<file path="src/shared/rba_cfg.svh">
/*
 * Register offsets, field positions, reset values and limits of the receive
 * bit alignment and collision capture block.
 * Assumes an 8-bit register port with byte offsets.
 */
`ifndef RBA_CFG_SVH
`define RBA_CFG_SVH

`define RBA_ADDR_BIT_CTRL   8'h0C
`define RBA_ADDR_COLL_INFO  8'h0D

`define RBA_KEEP_BIT        7
`define RBA_ALIGN_HI        6
`define RBA_ALIGN_LO        4
`define RBA_COLLISION_AS_INTEGRITY_ERROR_BIT      3
`define RBA_LAST_HI         2
`define RBA_LAST_LO         0
`define RBA_VALID_BIT       7
`define RBA_POS_HI          6
`define RBA_POS_LO          0

`define RBA_ALIGN_BYTE      3'h0
`define RBA_PTR_TOP         3'h7
`define RBA_MAX_POS         8'h3F
`define RBA_IDX_MAX         7'h7F
`define RBA_RST_BYTE        8'h00
`define RBA_RST_BITS        3'h0
`define RBA_RST_POS         7'h00

`endif

</file>
<file path="src/shared/rba_pkg.sv">
/*
 * Types of the receive bit alignment and collision capture block.
 * Assumes the constants of rba_cfg.svh for all numeric values.
 */
package rba_pkg;

    typedef enum logic [1:0] {
        RBA_IDLE = 2'b01,
        RBA_RX   = 2'b10
    } rba_fsm_t;

    typedef struct packed {
        logic       addr_unused;
        logic [7:0] addr;
        logic [7:0] wdata;
        logic       wr;
        logic       rd;
    } rba_reg_req_t;

    typedef struct packed {
        logic start;
        logic bit_vld;
        logic bit_val;
        logic bit_coll;
        logic eof_coll;
        logic done;
    } rba_rx_t;

    typedef struct packed {
        logic       vld;
        logic [7:0] data;
    } rba_byte_t;

    typedef struct packed {
        rba_fsm_t   st;
        logic       keep;
        logic [2:0] align;
        logic       no_coll;
        logic [2:0] last_bits;
        logic       pos_valid;
        logic [6:0] pos;
        logic [6:0] idx;
        logic       any_coll;
        logic       started;
        logic [7:0] cur;
        logic [2:0] ptr;
        rba_byte_t  out;
        logic       coll_det;
        logic       integ_err;
        logic [7:0] rdata;
    } rba_state_t;

endpackage

</file>
<file path="src/rtl/rba_core.sv">
/*
 * Receive bit alignment and collision capture. Places decoded bits into
 * bytes from a programmable start position, reports the valid bits of the
 * last byte and captures the first collision position.
 * Assumes the receive decoder runs on clk and gives single-cycle strobes,
 * and that the register master follows the plain strobe port protocol.
 */
// Design decision made here: the address-and-strobe port.
// Overview of operation
// - Keep bit clear zeroes every bit received after a collision; set keeps them.
// - First bit lands at first_bit_position; later bits go to higher positions.
// - After bit 7 of a byte, the next bit goes to bit 0 of next byte.
// - Position zero means byte-oriented reception; any other value bit-oriented.
// - With collision_as_integrity_error set, a collision raises the integrity error flag.
// - last_byte_valid_bits counts valid bits of last byte; zero means whole byte.
// - Bit-oriented frame end loads valid bit count; reception start clears it.
// - Position valid flag set only for a captured, expressible collision position.
// - Position field holds bit index of first data-bit collision in the frame.
// - Only collisions within the first 8 bytes are reported as valid.
// - Position is zero-based: 00h first bit, 3Fh last bit of byte eight.
// - Nonzero first_bit_position is added into the reported collision position.
// - End-of-frame collisions set no flag and count as no data-bit collision.
// - Collision detected flag clears at the start of each reception phase.
`timescale 1ns/1ns
`include "rba_cfg.svh"

module rba_core
    import rba_pkg::*;
(
    input  wire logic       clk,
    input  wire logic       rstn,
    input  wire logic [7:0] reg_addr,
    input  wire logic [7:0] reg_wdata,
    input  wire logic       reg_wr,
    input  wire logic       reg_rd,
    output logic      [7:0] reg_rdata,
    input  wire logic       rx_start,
    input  wire logic       rx_bit_vld,
    input  wire logic       rx_bit,
    input  wire logic       rx_bit_coll,
    input  wire logic       rx_eof_coll,
    input  wire logic       rx_end,
    output logic            out_byte_vld,
    output logic      [7:0] out_byte,
    output logic            coll_det,
    output logic            integ_err,
    output logic            bit_oriented
);

    // The sum can exceed the seven-bit field, so it is kept one bit wider.
    function automatic logic [7:0] rba_coll_pos(
        input logic [2:0] align,
        input logic [6:0] idx
    );
        rba_coll_pos = {1'b0, idx} + {5'h00, align};
    endfunction

    function automatic logic [7:0] rba_place(
        input logic [7:0] cur,
        input logic [2:0] ptr,
        input logic       b
    );
        logic [7:0] r;
        r = cur;
        r[ptr] = b;
        rba_place = r;
    endfunction

    rba_reg_req_t req;
    rba_rx_t      rx;
    rba_state_t   s;
    rba_state_t   next_s;

    assign req.addr_unused = 1'b0;
    assign req.addr        = reg_addr;
    assign req.wdata       = reg_wdata;
    assign req.wr          = reg_wr;
    assign req.rd          = reg_rd;
    assign rx.start        = rx_start;
    assign rx.bit_vld      = rx_bit_vld;
    assign rx.bit_val      = rx_bit;
    assign rx.bit_coll     = rx_bit_coll;
    assign rx.eof_coll     = rx_eof_coll;
    assign rx.done         = rx_end;

    always_comb
    begin
        logic [2:0] ptr_eff;
        logic [7:0] cur_eff;
        logic [7:0] cur_new;
        logic [7:0] pos_sum;
        logic       b;
        logic       data_coll;
        ptr_eff   = `RBA_RST_BITS;
        cur_eff   = `RBA_RST_BYTE;
        cur_new   = `RBA_RST_BYTE;
        pos_sum   = `RBA_RST_BYTE;
        b         = 1'b0;
        data_coll = 1'b0;

        next_s         = s;
        next_s.out.vld = 1'b0;
        next_s.rdata   = `RBA_RST_BYTE;

        if (req.rd)
        begin
            case (req.addr)
                `RBA_ADDR_BIT_CTRL:
                begin
                    next_s.rdata = {s.keep, s.align, s.no_coll, s.last_bits};
                end
                `RBA_ADDR_COLL_INFO:
                begin
                    next_s.rdata = {s.pos_valid, s.pos};
                end
                default:
                begin
                    next_s.rdata = `RBA_RST_BYTE;
                end
            endcase
        end

        if (req.wr && req.addr == `RBA_ADDR_BIT_CTRL)
        begin
            next_s.keep      = req.wdata[`RBA_KEEP_BIT];
            next_s.align     = req.wdata[`RBA_ALIGN_HI:`RBA_ALIGN_LO];
            next_s.no_coll   = req.wdata[`RBA_COLLISION_AS_INTEGRITY_ERROR_BIT];
            next_s.last_bits = req.wdata[`RBA_LAST_HI:`RBA_LAST_LO];
        end

        // A new reception wipes all per-frame results; a bit or frame end in
        // the same cycle is not applied on top and is lost.
        if (rx.start)
        begin
            next_s.st        = RBA_RX;
            next_s.last_bits = `RBA_RST_BITS;
            next_s.coll_det  = 1'b0;
            next_s.integ_err = 1'b0;
            next_s.pos_valid = 1'b0;
            next_s.pos       = `RBA_RST_POS;
            next_s.idx       = `RBA_RST_POS;
            next_s.any_coll  = 1'b0;
            next_s.started   = 1'b0;
            next_s.cur       = `RBA_RST_BYTE;
            next_s.ptr       = `RBA_RST_BITS;
        end
        else if (s.st == RBA_RX)
        begin
            if (rx.bit_vld)
            begin
                // The first bit takes the programmed start position.
                ptr_eff = s.started ? s.ptr : s.align;
                cur_eff = s.started ? s.cur : `RBA_RST_BYTE;
                b       = (s.any_coll && !s.keep) ? 1'b0 : rx.bit_val;
                cur_new = rba_place(cur_eff, ptr_eff, b);
                next_s.started = 1'b1;
                if (ptr_eff == `RBA_PTR_TOP)
                begin
                    next_s.out.vld  = 1'b1;
                    next_s.out.data = cur_new;
                    next_s.cur      = `RBA_RST_BYTE;
                    next_s.ptr      = `RBA_RST_BITS;
                end
                else
                begin
                    next_s.cur = cur_new;
                    next_s.ptr = ptr_eff + 3'h1;
                end

                // End-of-frame collisions are filtered out here.
                data_coll = rx.bit_coll && !rx.eof_coll;
                pos_sum   = rba_coll_pos(s.align, s.idx);
                if (data_coll)
                begin
                    next_s.coll_det = 1'b1;
                    if (s.no_coll)
                    begin
                        next_s.integ_err = 1'b1;
                    end
                    if (!s.any_coll)
                    begin
                        next_s.any_coll = 1'b1;
                        if (pos_sum <= `RBA_MAX_POS)
                        begin
                            next_s.pos_valid = 1'b1;
                            next_s.pos       = pos_sum[`RBA_POS_HI:`RBA_POS_LO];
                        end
                    end
                end

                // The index saturates so a long frame cannot wrap into range.
                if (s.idx != `RBA_IDX_MAX)
                begin
                    next_s.idx = s.idx + 7'h01;
                end
            end

            if (rx.done)
            begin
                next_s.st = RBA_IDLE;
                if (s.started && s.ptr != `RBA_RST_BITS)
                begin
                    next_s.out.vld  = 1'b1;
                    next_s.out.data = s.cur;
                end
                if (s.align != `RBA_ALIGN_BYTE)
                begin
                    // A pointer of zero means the last byte was full.
                    next_s.last_bits = s.started ? s.ptr : `RBA_RST_BITS;
                end
            end
        end
    end

    always_ff @(posedge clk)
    begin
        if (!rstn)
        begin
            s.st        <= RBA_IDLE;
            s.keep      <= 1'b0;
            s.align     <= `RBA_RST_BITS;
            s.no_coll   <= 1'b0;
            s.last_bits <= `RBA_RST_BITS;
            s.pos_valid <= 1'b0;
            s.pos       <= `RBA_RST_POS;
            s.idx       <= `RBA_RST_POS;
            s.any_coll  <= 1'b0;
            s.started   <= 1'b0;
            s.cur       <= `RBA_RST_BYTE;
            s.ptr       <= `RBA_RST_BITS;
            s.out.vld   <= 1'b0;
            s.out.data  <= `RBA_RST_BYTE;
            s.coll_det  <= 1'b0;
            s.integ_err <= 1'b0;
            s.rdata     <= `RBA_RST_BYTE;
        end
        else
        begin
            s <= next_s;
        end
    end

    assign reg_rdata    = s.rdata;
    assign out_byte_vld = s.out.vld;
    assign out_byte     = s.out.data;
    assign coll_det     = s.coll_det;
    assign integ_err    = s.integ_err;
    assign bit_oriented = (s.align != `RBA_ALIGN_BYTE);

endmodule

</file>
<file path="config.mk">
export PLATFORM = sky130hd
export DESIGN_NAME = rba_core
export DESIGN_NICKNAME = d
export VERILOG_FILES = /design/src/shared/rba_pkg.sv /design/src/rtl/rba_core.sv
export VERILOG_INCLUDE_DIRS = /design/src /design/src/shared
export SDC_FILE = /design/constraint.sdc
export NUM_CORES = 1
export LEC_CHECK = 0
export BUFFER_PORTS_ARGS = -buffer_cell sky130_fd_sc_hd__buf_2
export CORE_MARGIN = 2
export CORE_UTILIZATION = 50
export DETAILED_ROUTE_END_ITERATION = 10
export PLACE_DENSITY_LB_ADDON = 0.12
export SKIP_LAST_GASP = 1
export SLEW_MARGIN = 10
export SYNTH_ARGS = -nofsm -noshare
export SYNTH_HDL_FRONTEND = slang
export SYNTH_SLANG_ARGS = --single-unit
</file>
<file path="constraint.sdc">
create_clock -name clk -period 2.3 [get_ports clk]
set_input_delay 0.23 -clock clk [delete_from_list [all_inputs] [get_ports clk]]
set_output_delay 0.23 -clock clk [all_outputs]
set_load 0.05 [all_outputs]
</file>
==> results of run 1 <==
through the flow:
stage / hold slack, ps / total power [W] / setup WS [ps] / cells
after floorplan: 341.8 / 0.001040 / 46.19 / 312
final: 170.3 / 0.001716 / 88.13 / 422
after detailed placement: 460.0 / 0.001079 / 49.67 / 414
after CTS: 165.7 / 0.001734 / 10.50 / 422
after global routing: 180.3 / 0.001787 / 6.277 / 422
after global placement: 450.4 / 0.001078 / 124.7 / 414
state kept, by name, summed over array words and instances, names as in the netlist:
name and cells:
coll_det 1, integ_err 1, out_byte 8, out_byte_vld 1, reg_rdata 8, s 37
layer usage:
| metal | part of all wire [%] | wire, µm | vias up | GRT usage (%) |
|---|---|---|---|---|
| li1 | - | - | 1217 | - |
| met1 | 44 | 2887 | 1135 | 27.42 |
| met2 | 50 | 3235 | 61 | 39.06 |
| met3 | 4.5 | 292 | 10 | 3.750 |
| met4 | 1.6 | 106 | 0 | 7.414 |
| met5 | 0 | 0 | - | 0 |
layout make-up:
type                       count  area (µm²)  share of cell area (%)
clock buffer                   6       72.57                   2.292
clock inverter                 2       38.79                   1.225
inverter                       9       33.78                   1.067
multi-input combinational    216        1460                   46.13
sequential                    56        1125                   35.53
tap                           72       90.09                   2.846
timing repair buffer          61       345.3                   10.91
kinds of logic (layout without fill, tap and decap cells):
kind of cell | Yosys count | after routing | synth area share, %
AND/OR/NAND/NOR | 110 | 110 | 21.40
flip-flops | 56 | 56 | 40.04
multiplexers | 3 | 3 | 1.117
XOR/XNOR | 6 | 6 | 1.877
buffers and inverters | 40 | 78 | 8.713
AO/OA/AOI/OAI | 90 | 90 | 23.46
adder cells (fa/ha/maj) | 7 | 7 | 3.396
worst min-delay path, stage by stage:
cell and delay [ps]:
buf_2 100, nand3_1 50, a21boi_0 60
placed cells by master, fill, tap and decap left out, drive strengths merged, types with 2 or more instances in the layout:
master / n
buf: 61
dfxtp: 56
nand2: 27
nor2: 26
a21oi: 18
nand3: 13
a31oi: 12
or3: 10
inv: 10
nor3: 10
o211ai: 9
a32o: 8
o221ai: 8
a22oi: 8
o21ai: 7
ha: 6
clkbuf: 6
a21boi: 5
xnor2: 5
nand2b: 4
a311oi: 4
nor2b: 3
o21a: 3
and2: 3
mux2i: 2
and3: 2
nand3b: 2
nor3b: 2
nand4: 2
worst max path at each step:
stage	slack (ps)	startpoint	end	cells past startpoint
5_1_grt	6	s[32]	s[41]	8
6_report	90	s[32]	s[41]	8
2_1_floorplan	50	s[51]	s[41]	8
3_3_place_gp	120	s[32]	s[41]	8
3_5_place_dp	50	s[32]	s[41]	8
4_1_cts	10	s[32]	s[41]	8
timing repair:
action / in CTS / in global routing
pin swaps: 0 / 1
hold buffers: 0 / 0
setup endpoints to repair: 1 / 15
gates resized for setup: 3 / 5
power breakdown:
group	internal [W]	total, W	switching [W]	leakage, nW
Sequential	0.000973	0.000978	0.00000510	0.453
Clock	0.000330	0.000659	0.000329	0.0558
Combinational	0.0000330	0.0000798	0.0000467	0.787
==> results.py, run 1 <==
metrics = {
    "run_status": {
        "status": "finished, final reports clean",
    },
    "power_and_ir_drop": {
        "power_density_nw_per_um2": 542.2,
        "leakagePower_nw": 1.295,
        "ir_worst_vdd_mv": 0.2466,
    },
    "place": {
        "place.gp.congestion": 0.8042,
        "hpwl_um": 4724,
        "postPlaceCellArea_um2": 3025,
        "port_buffers": 45,
    },
    "final_layout": {
        "final_core_util_pct": 57.84,
        "antenna_cells": 0,
        "drive_gt1_share_pct": 25.43,
        "areaGrowthSynthToFinish_pct": 13.05,
        "layout.nets": 382,
        "final_area_um2": 3166,
        "nFillCells": 542,
    },
    "sta": {
        "maxSlewViolCount": 0,
        "rsz0062_at_grt": "false",
        "setup_viol": 0,
        "worst_pin_slew_ps": 405.4,
        "fmax_mhz": 452.1,
        "hold_viol_final": 0,
        "period_needed_ps": 2212,
        "final.setup_skew_ps": 13.25,
        "slew-limit-headroom_pct": 72.79,
        "period_share_pct": 96.17,
        "tns_ps": 0,
    },
    "critical_path": {
        "critPathMaxStageDelay_ps": 540,
        "path_buf_inv": 1,
        "path_cells": "ha_2, inv_1, fa_2, nand2b_1, or4_4, o21a_4, o211ai_1, o41ai_2",
        "rr_worst_depth": 8,
        "critPathCaptureType": "flip-flop",
        "cp_top_family": "simple AND/OR/NAND/NOR gates",
        "cp.arrival_ps": 2400,
        "ff2ff_setup_slack_ps": 90,
        "r2r_end": "s[41]",
        "crit_required_ps": 2490,
        "rr_startpoint": "s[32]",
        "cp_max_fo": 6,
        "path_class": "reg -> reg",
        "cp_slowest_cell": "or4_4",
        "start_kind": "flip-flop",
    },
    "cts": {
        "clock_sinks": 56,
        "clk_pin_slew_ps": 100,
        "clock_path_buffers": 2,
        "cts_made_buffers": 5,
        "cts-root-buf": "clkbuf_8",
        "tritoncts": "built",
        "cts_setup_buffers": 0,
        "clk_latency_ps": 310,
        "htree_levels": 2,
    },
    "synthesis": {
        "synth.avg_cell_area_um2": 8.975,
        "synth_flop_cell": "dfxtp_1",
        "syn_nets": 345,
        "yosys-top-cells-count": "dfxtp_1, nand2_1, nor2_1, buf_4, a21oi_1",
        "synth.distinct_cells": 57,
        "synth_cells": 312,
        "ys_ff_latch": 56,
        "seq_area_frac_synth_pct": 40.04,
        "ys_warn_count": 0,
        "yosysTopAreaCell": "dfxtp_1",
        "synth_area_leaders": "dfxtp_1, buf_4, nand2_1",
        "syn_area_um2": 2800,
        "synth_most_common_cell": "dfxtp_1",
        "yosysTopAreaCellShare_pct": 40.04,
        "synth_edf_count": 0,
        "async_flop_share_pct": 0,
    },
    "floorplan": {
        "num_rows": 27,
        "die_w_um": 78.84,
        "dieArea_um2": 6215,
        "die_y_um": 78.84,
        "ios": 46,
        "initial_core_util_pct": 51.17,
        "coreArea_um2": 5473,
    },
    "grt": {
        "grt_pass1_wl_um": 10910,
        "grt_max_degree": 20,
        "first_global_vias": 2277,
        "grt_overflow": 0,
        "track_usage_pct": 22.14,
        "grt_antenna_before_repair": 0,
    },
    "drt": {
        "ant_nets": 0,
        "drtPass1Iterations": 4,
        "initialDrtViolationCount": 111,
        "num_vias": 2423,
        "drc_errors": 0,
        "wl_um": 6521,
        "wire_per_inst_um": 15.45,
        "viasPerCell": 5.742,
    },
    "job": {
        "drv_cap": 0,
    },
    "worst_hold_path": {
        "min_path_type": "in -> reg",
        "min_from": "reg_wdata[3]",
        "holdPathEnd": "s[50]",
        "holdPathStages": 3,
    },
}
No activity file was read; power rests on OpenSTA's default activity.
==> inputs of run 2 (changes only) <==
--- a/config.mk
+++ b/config.mk
@@ -8,7 +8,8 @@
 export LEC_CHECK = 0
 export BUFFER_PORTS_ARGS = -buffer_cell sky130_fd_sc_hd__buf_2
 export CORE_MARGIN = 2
-export CORE_UTILIZATION = 50
+export CORE_UTILIZATION = 53
+export CTS_BUF_LIST = sky130_fd_sc_hd__clkbuf_4
 export DETAILED_ROUTE_END_ITERATION = 10
 export PLACE_DENSITY_LB_ADDON = 0.12
 export SKIP_LAST_GASP = 1
==> results.py, run 2 (synthesis gave the netlist of run 1 again) <==
metrics = {
    "sta": {
        "slew-limit-headroom_pct": 72.98,
        "hold_viol_final": 0,
        "maxSlewViolCount": 0,
        "final.setup_skew_ps": 7.054,
        "period_needed_ps": 2231,
        "setup_viol": 0,
        "period_share_pct": 97.01,
        "worst_pin_slew_ps": 402.6,
        "rsz0062_at_grt": "true",
        "fmax_mhz": 448.2,
    },
    "critical_path": {
        "critPathCaptureType": "flip-flop",
        "ff2ff_setup_slack_ps": 70,
        "crit_required_ps": 2650,
        "cp.arrival_ps": 2580,
        "r2r_end": "s[40]",
        "cp_max_fo": 6,
        "rr_startpoint": "s[33]",
        "path_class": "reg -> reg",
        "cp-endpoint": "s[40]",
        "start_kind": "flip-flop",
        "rr_worst_depth": 7,
        "startpoint": "s[33]",
    },
    "cts": {
        "clock_sinks": 56,
        "tritoncts": "built",
        "clk_pin_slew_ps": 160,
        "clk_latency_ps": 390,
        "cts-root-buf": "clkbuf_4",
        "htree_levels": 2,
        "cts_made_buffers": 5,
        "clock_path_buffers": 2,
        "cts_setup_buffers": 0,
    },
    "power_and_ir_drop": {
        "p_seq_share_pct": 60.2,
        "comb_power_share_pct": 4.9,
        "ir_worst_vdd_mv": 0.2843,
        "leakagePower_nw": 1.280,
        "power_density_nw_per_um2": 518.7,
        "switchingPower_w": 0.0003744,
        "power.share.clock_pct": 35.0,
        "p_int_w": 0.001254,
        "p_sw_share_pct": 22.99,
        "power_w": 0.001628,
    },
    "floorplan": {
        "ios": 46,
        "num_rows": 26,
        "dieArea_um2": 5881,
        "die_w_um": 76.69,
        "initial_core_util_pct": 54.83,
        "die_y_um": 76.69,
        "coreArea_um2": 5107,
    },
    "drt": {
        "drc_errors": 0,
        "initialDrtViolationCount": 107,
        "viasPerCell": 5.730,
        "ant_nets": 0,
        "drtPass1Iterations": 4,
        "wire_per_inst_um": 15.24,
        "num_vias": 2401,
        "wl_um": 6385,
    },
    "final_layout": {
        "largest_register_ffs": 37,
        "top_register": "s",
        "layout.nets": 381,
        "final_common_cell": "dfxtp_1",
        "drive_gt1_share_pct": 25.50,
        "final_area_um2": 3139,
        "areaGrowthSynthToFinish_pct": 12.11,
        "layout_common_cells": "dfxtp_1, buf_2, nand2_1, nor2_1, a21oi_1",
        "antenna_cells": 0,
    },
    "worst_hold_path": {
        "min_path_type": "in -> reg",
        "holdPathStages": 3,
    },
    "job": {
        "drv_cap": 0,
    },
    "grt": {
        "grt_antenna_before_repair": 0,
        "grt_pass1_wl_um": 10790,
        "grt_max_degree": 23,
        "first_global_vias": 2280,
        "track_usage_pct": 22.54,
        "grt_overflow": 0,
    },
    "place": {
        "hpwl_um": 4594,
        "postPlaceCellArea_um2": 3015,
        "port_buffers": 45,
        "place.gp.congestion": 0.7971,
    },
    "run_status": {
        "status": "finished, final reports clean",
    },
}
run 2: cell types whose count changed in the layout (fill, tap and decap cells not counted), sizes merged:
cell,before,now
buf,61,60
run 2: final cells by class:
| cell class | count | area (µm²) |
|---|---|---|
| Clock inverter | 2 | 38.79 |
| Tap cell | 70 | 87.58 |
| Clock buffer | 6 | 45.04 |
| Timing Repair Buffer | 60 | 337.8 |
| Multi-Input combinational cell | 216 | 1473 |
| Sequential cell | 56 | 1124 |
| Inverter | 9 | 33.78 |
| Fill cell | 470 | 1968 |
run 2: worst min path at each step:
| stage | slack (ps) | to | startpoint |
|---|---|---|---|
| 5_1_grt | 80 | s[53] | reg_wdata[6] |
| 3_5_place_dp | 450 | integ_err | integ_err |
| 4_1_cts | 80 | s[54] | reg_wdata[7] |
| 3_3_place_gp | 450 | integ_err | integ_err |
| 6_report | 80 | s[54] | reg_wdata[7] |
| 2_1_floorplan | 340 | s[55] | rx_start |
run 2: through the flow:
step                      utilization [%]  instances  TNS [ps]  hold slack [ps]  setup slack, ps
after floorplan                         -        312         0            341.8            46.19
after global placement              59.04        411         0            447.9            117.2
after detailed placement            59.04        411         0            454.5            77.17
after CTS                           60.68        419         0            78.81            19.25
after global routing                61.47        419    -66.43            82.63           -32.67
final                               61.47        419         0            75.65            68.84
run 2: per-layer routing:
layer | wire length [µm] | vias to the layer above | part of all wire (%) | global-route usage, %
li1 | - | 1213 | - | -
met1 | 2909 | 1138 | 46 | 27.43
met2 | 3199 | 43 | 50 | 40.18
met3 | 188 | 7 | 2.9 | 4.824
met4 | 87 | 0 | 1.4 | 6.000
met5 | 0 | - | 0 | 0
run 2: power groups by stage:
stage                     clock, W  combinational (W)  sequential, W
after floorplan                  0          0.0000412       0.000999
after global placement           0          0.0000772        0.00100
after detailed placement         0          0.0000779        0.00100
after CTS                 0.000571          0.0000784       0.000979
after global routing      0.000608          0.0000885       0.000981
final                     0.000569          0.0000792       0.000980
run 2: repair_timing:
item,4_1_cts,5_1_grt
hold buffers,0,0
resized for setup,0,10
setup endpoints to repair,0,15
run 2: critical path, cell delays in order (launching register included):
cell and delay (ps):
dfxtp_1 440, inv_1 110, fa_2 410, nand2b_1 160, or4_4 550, o21a_4 170
nor4_4 220, a31o_1 140
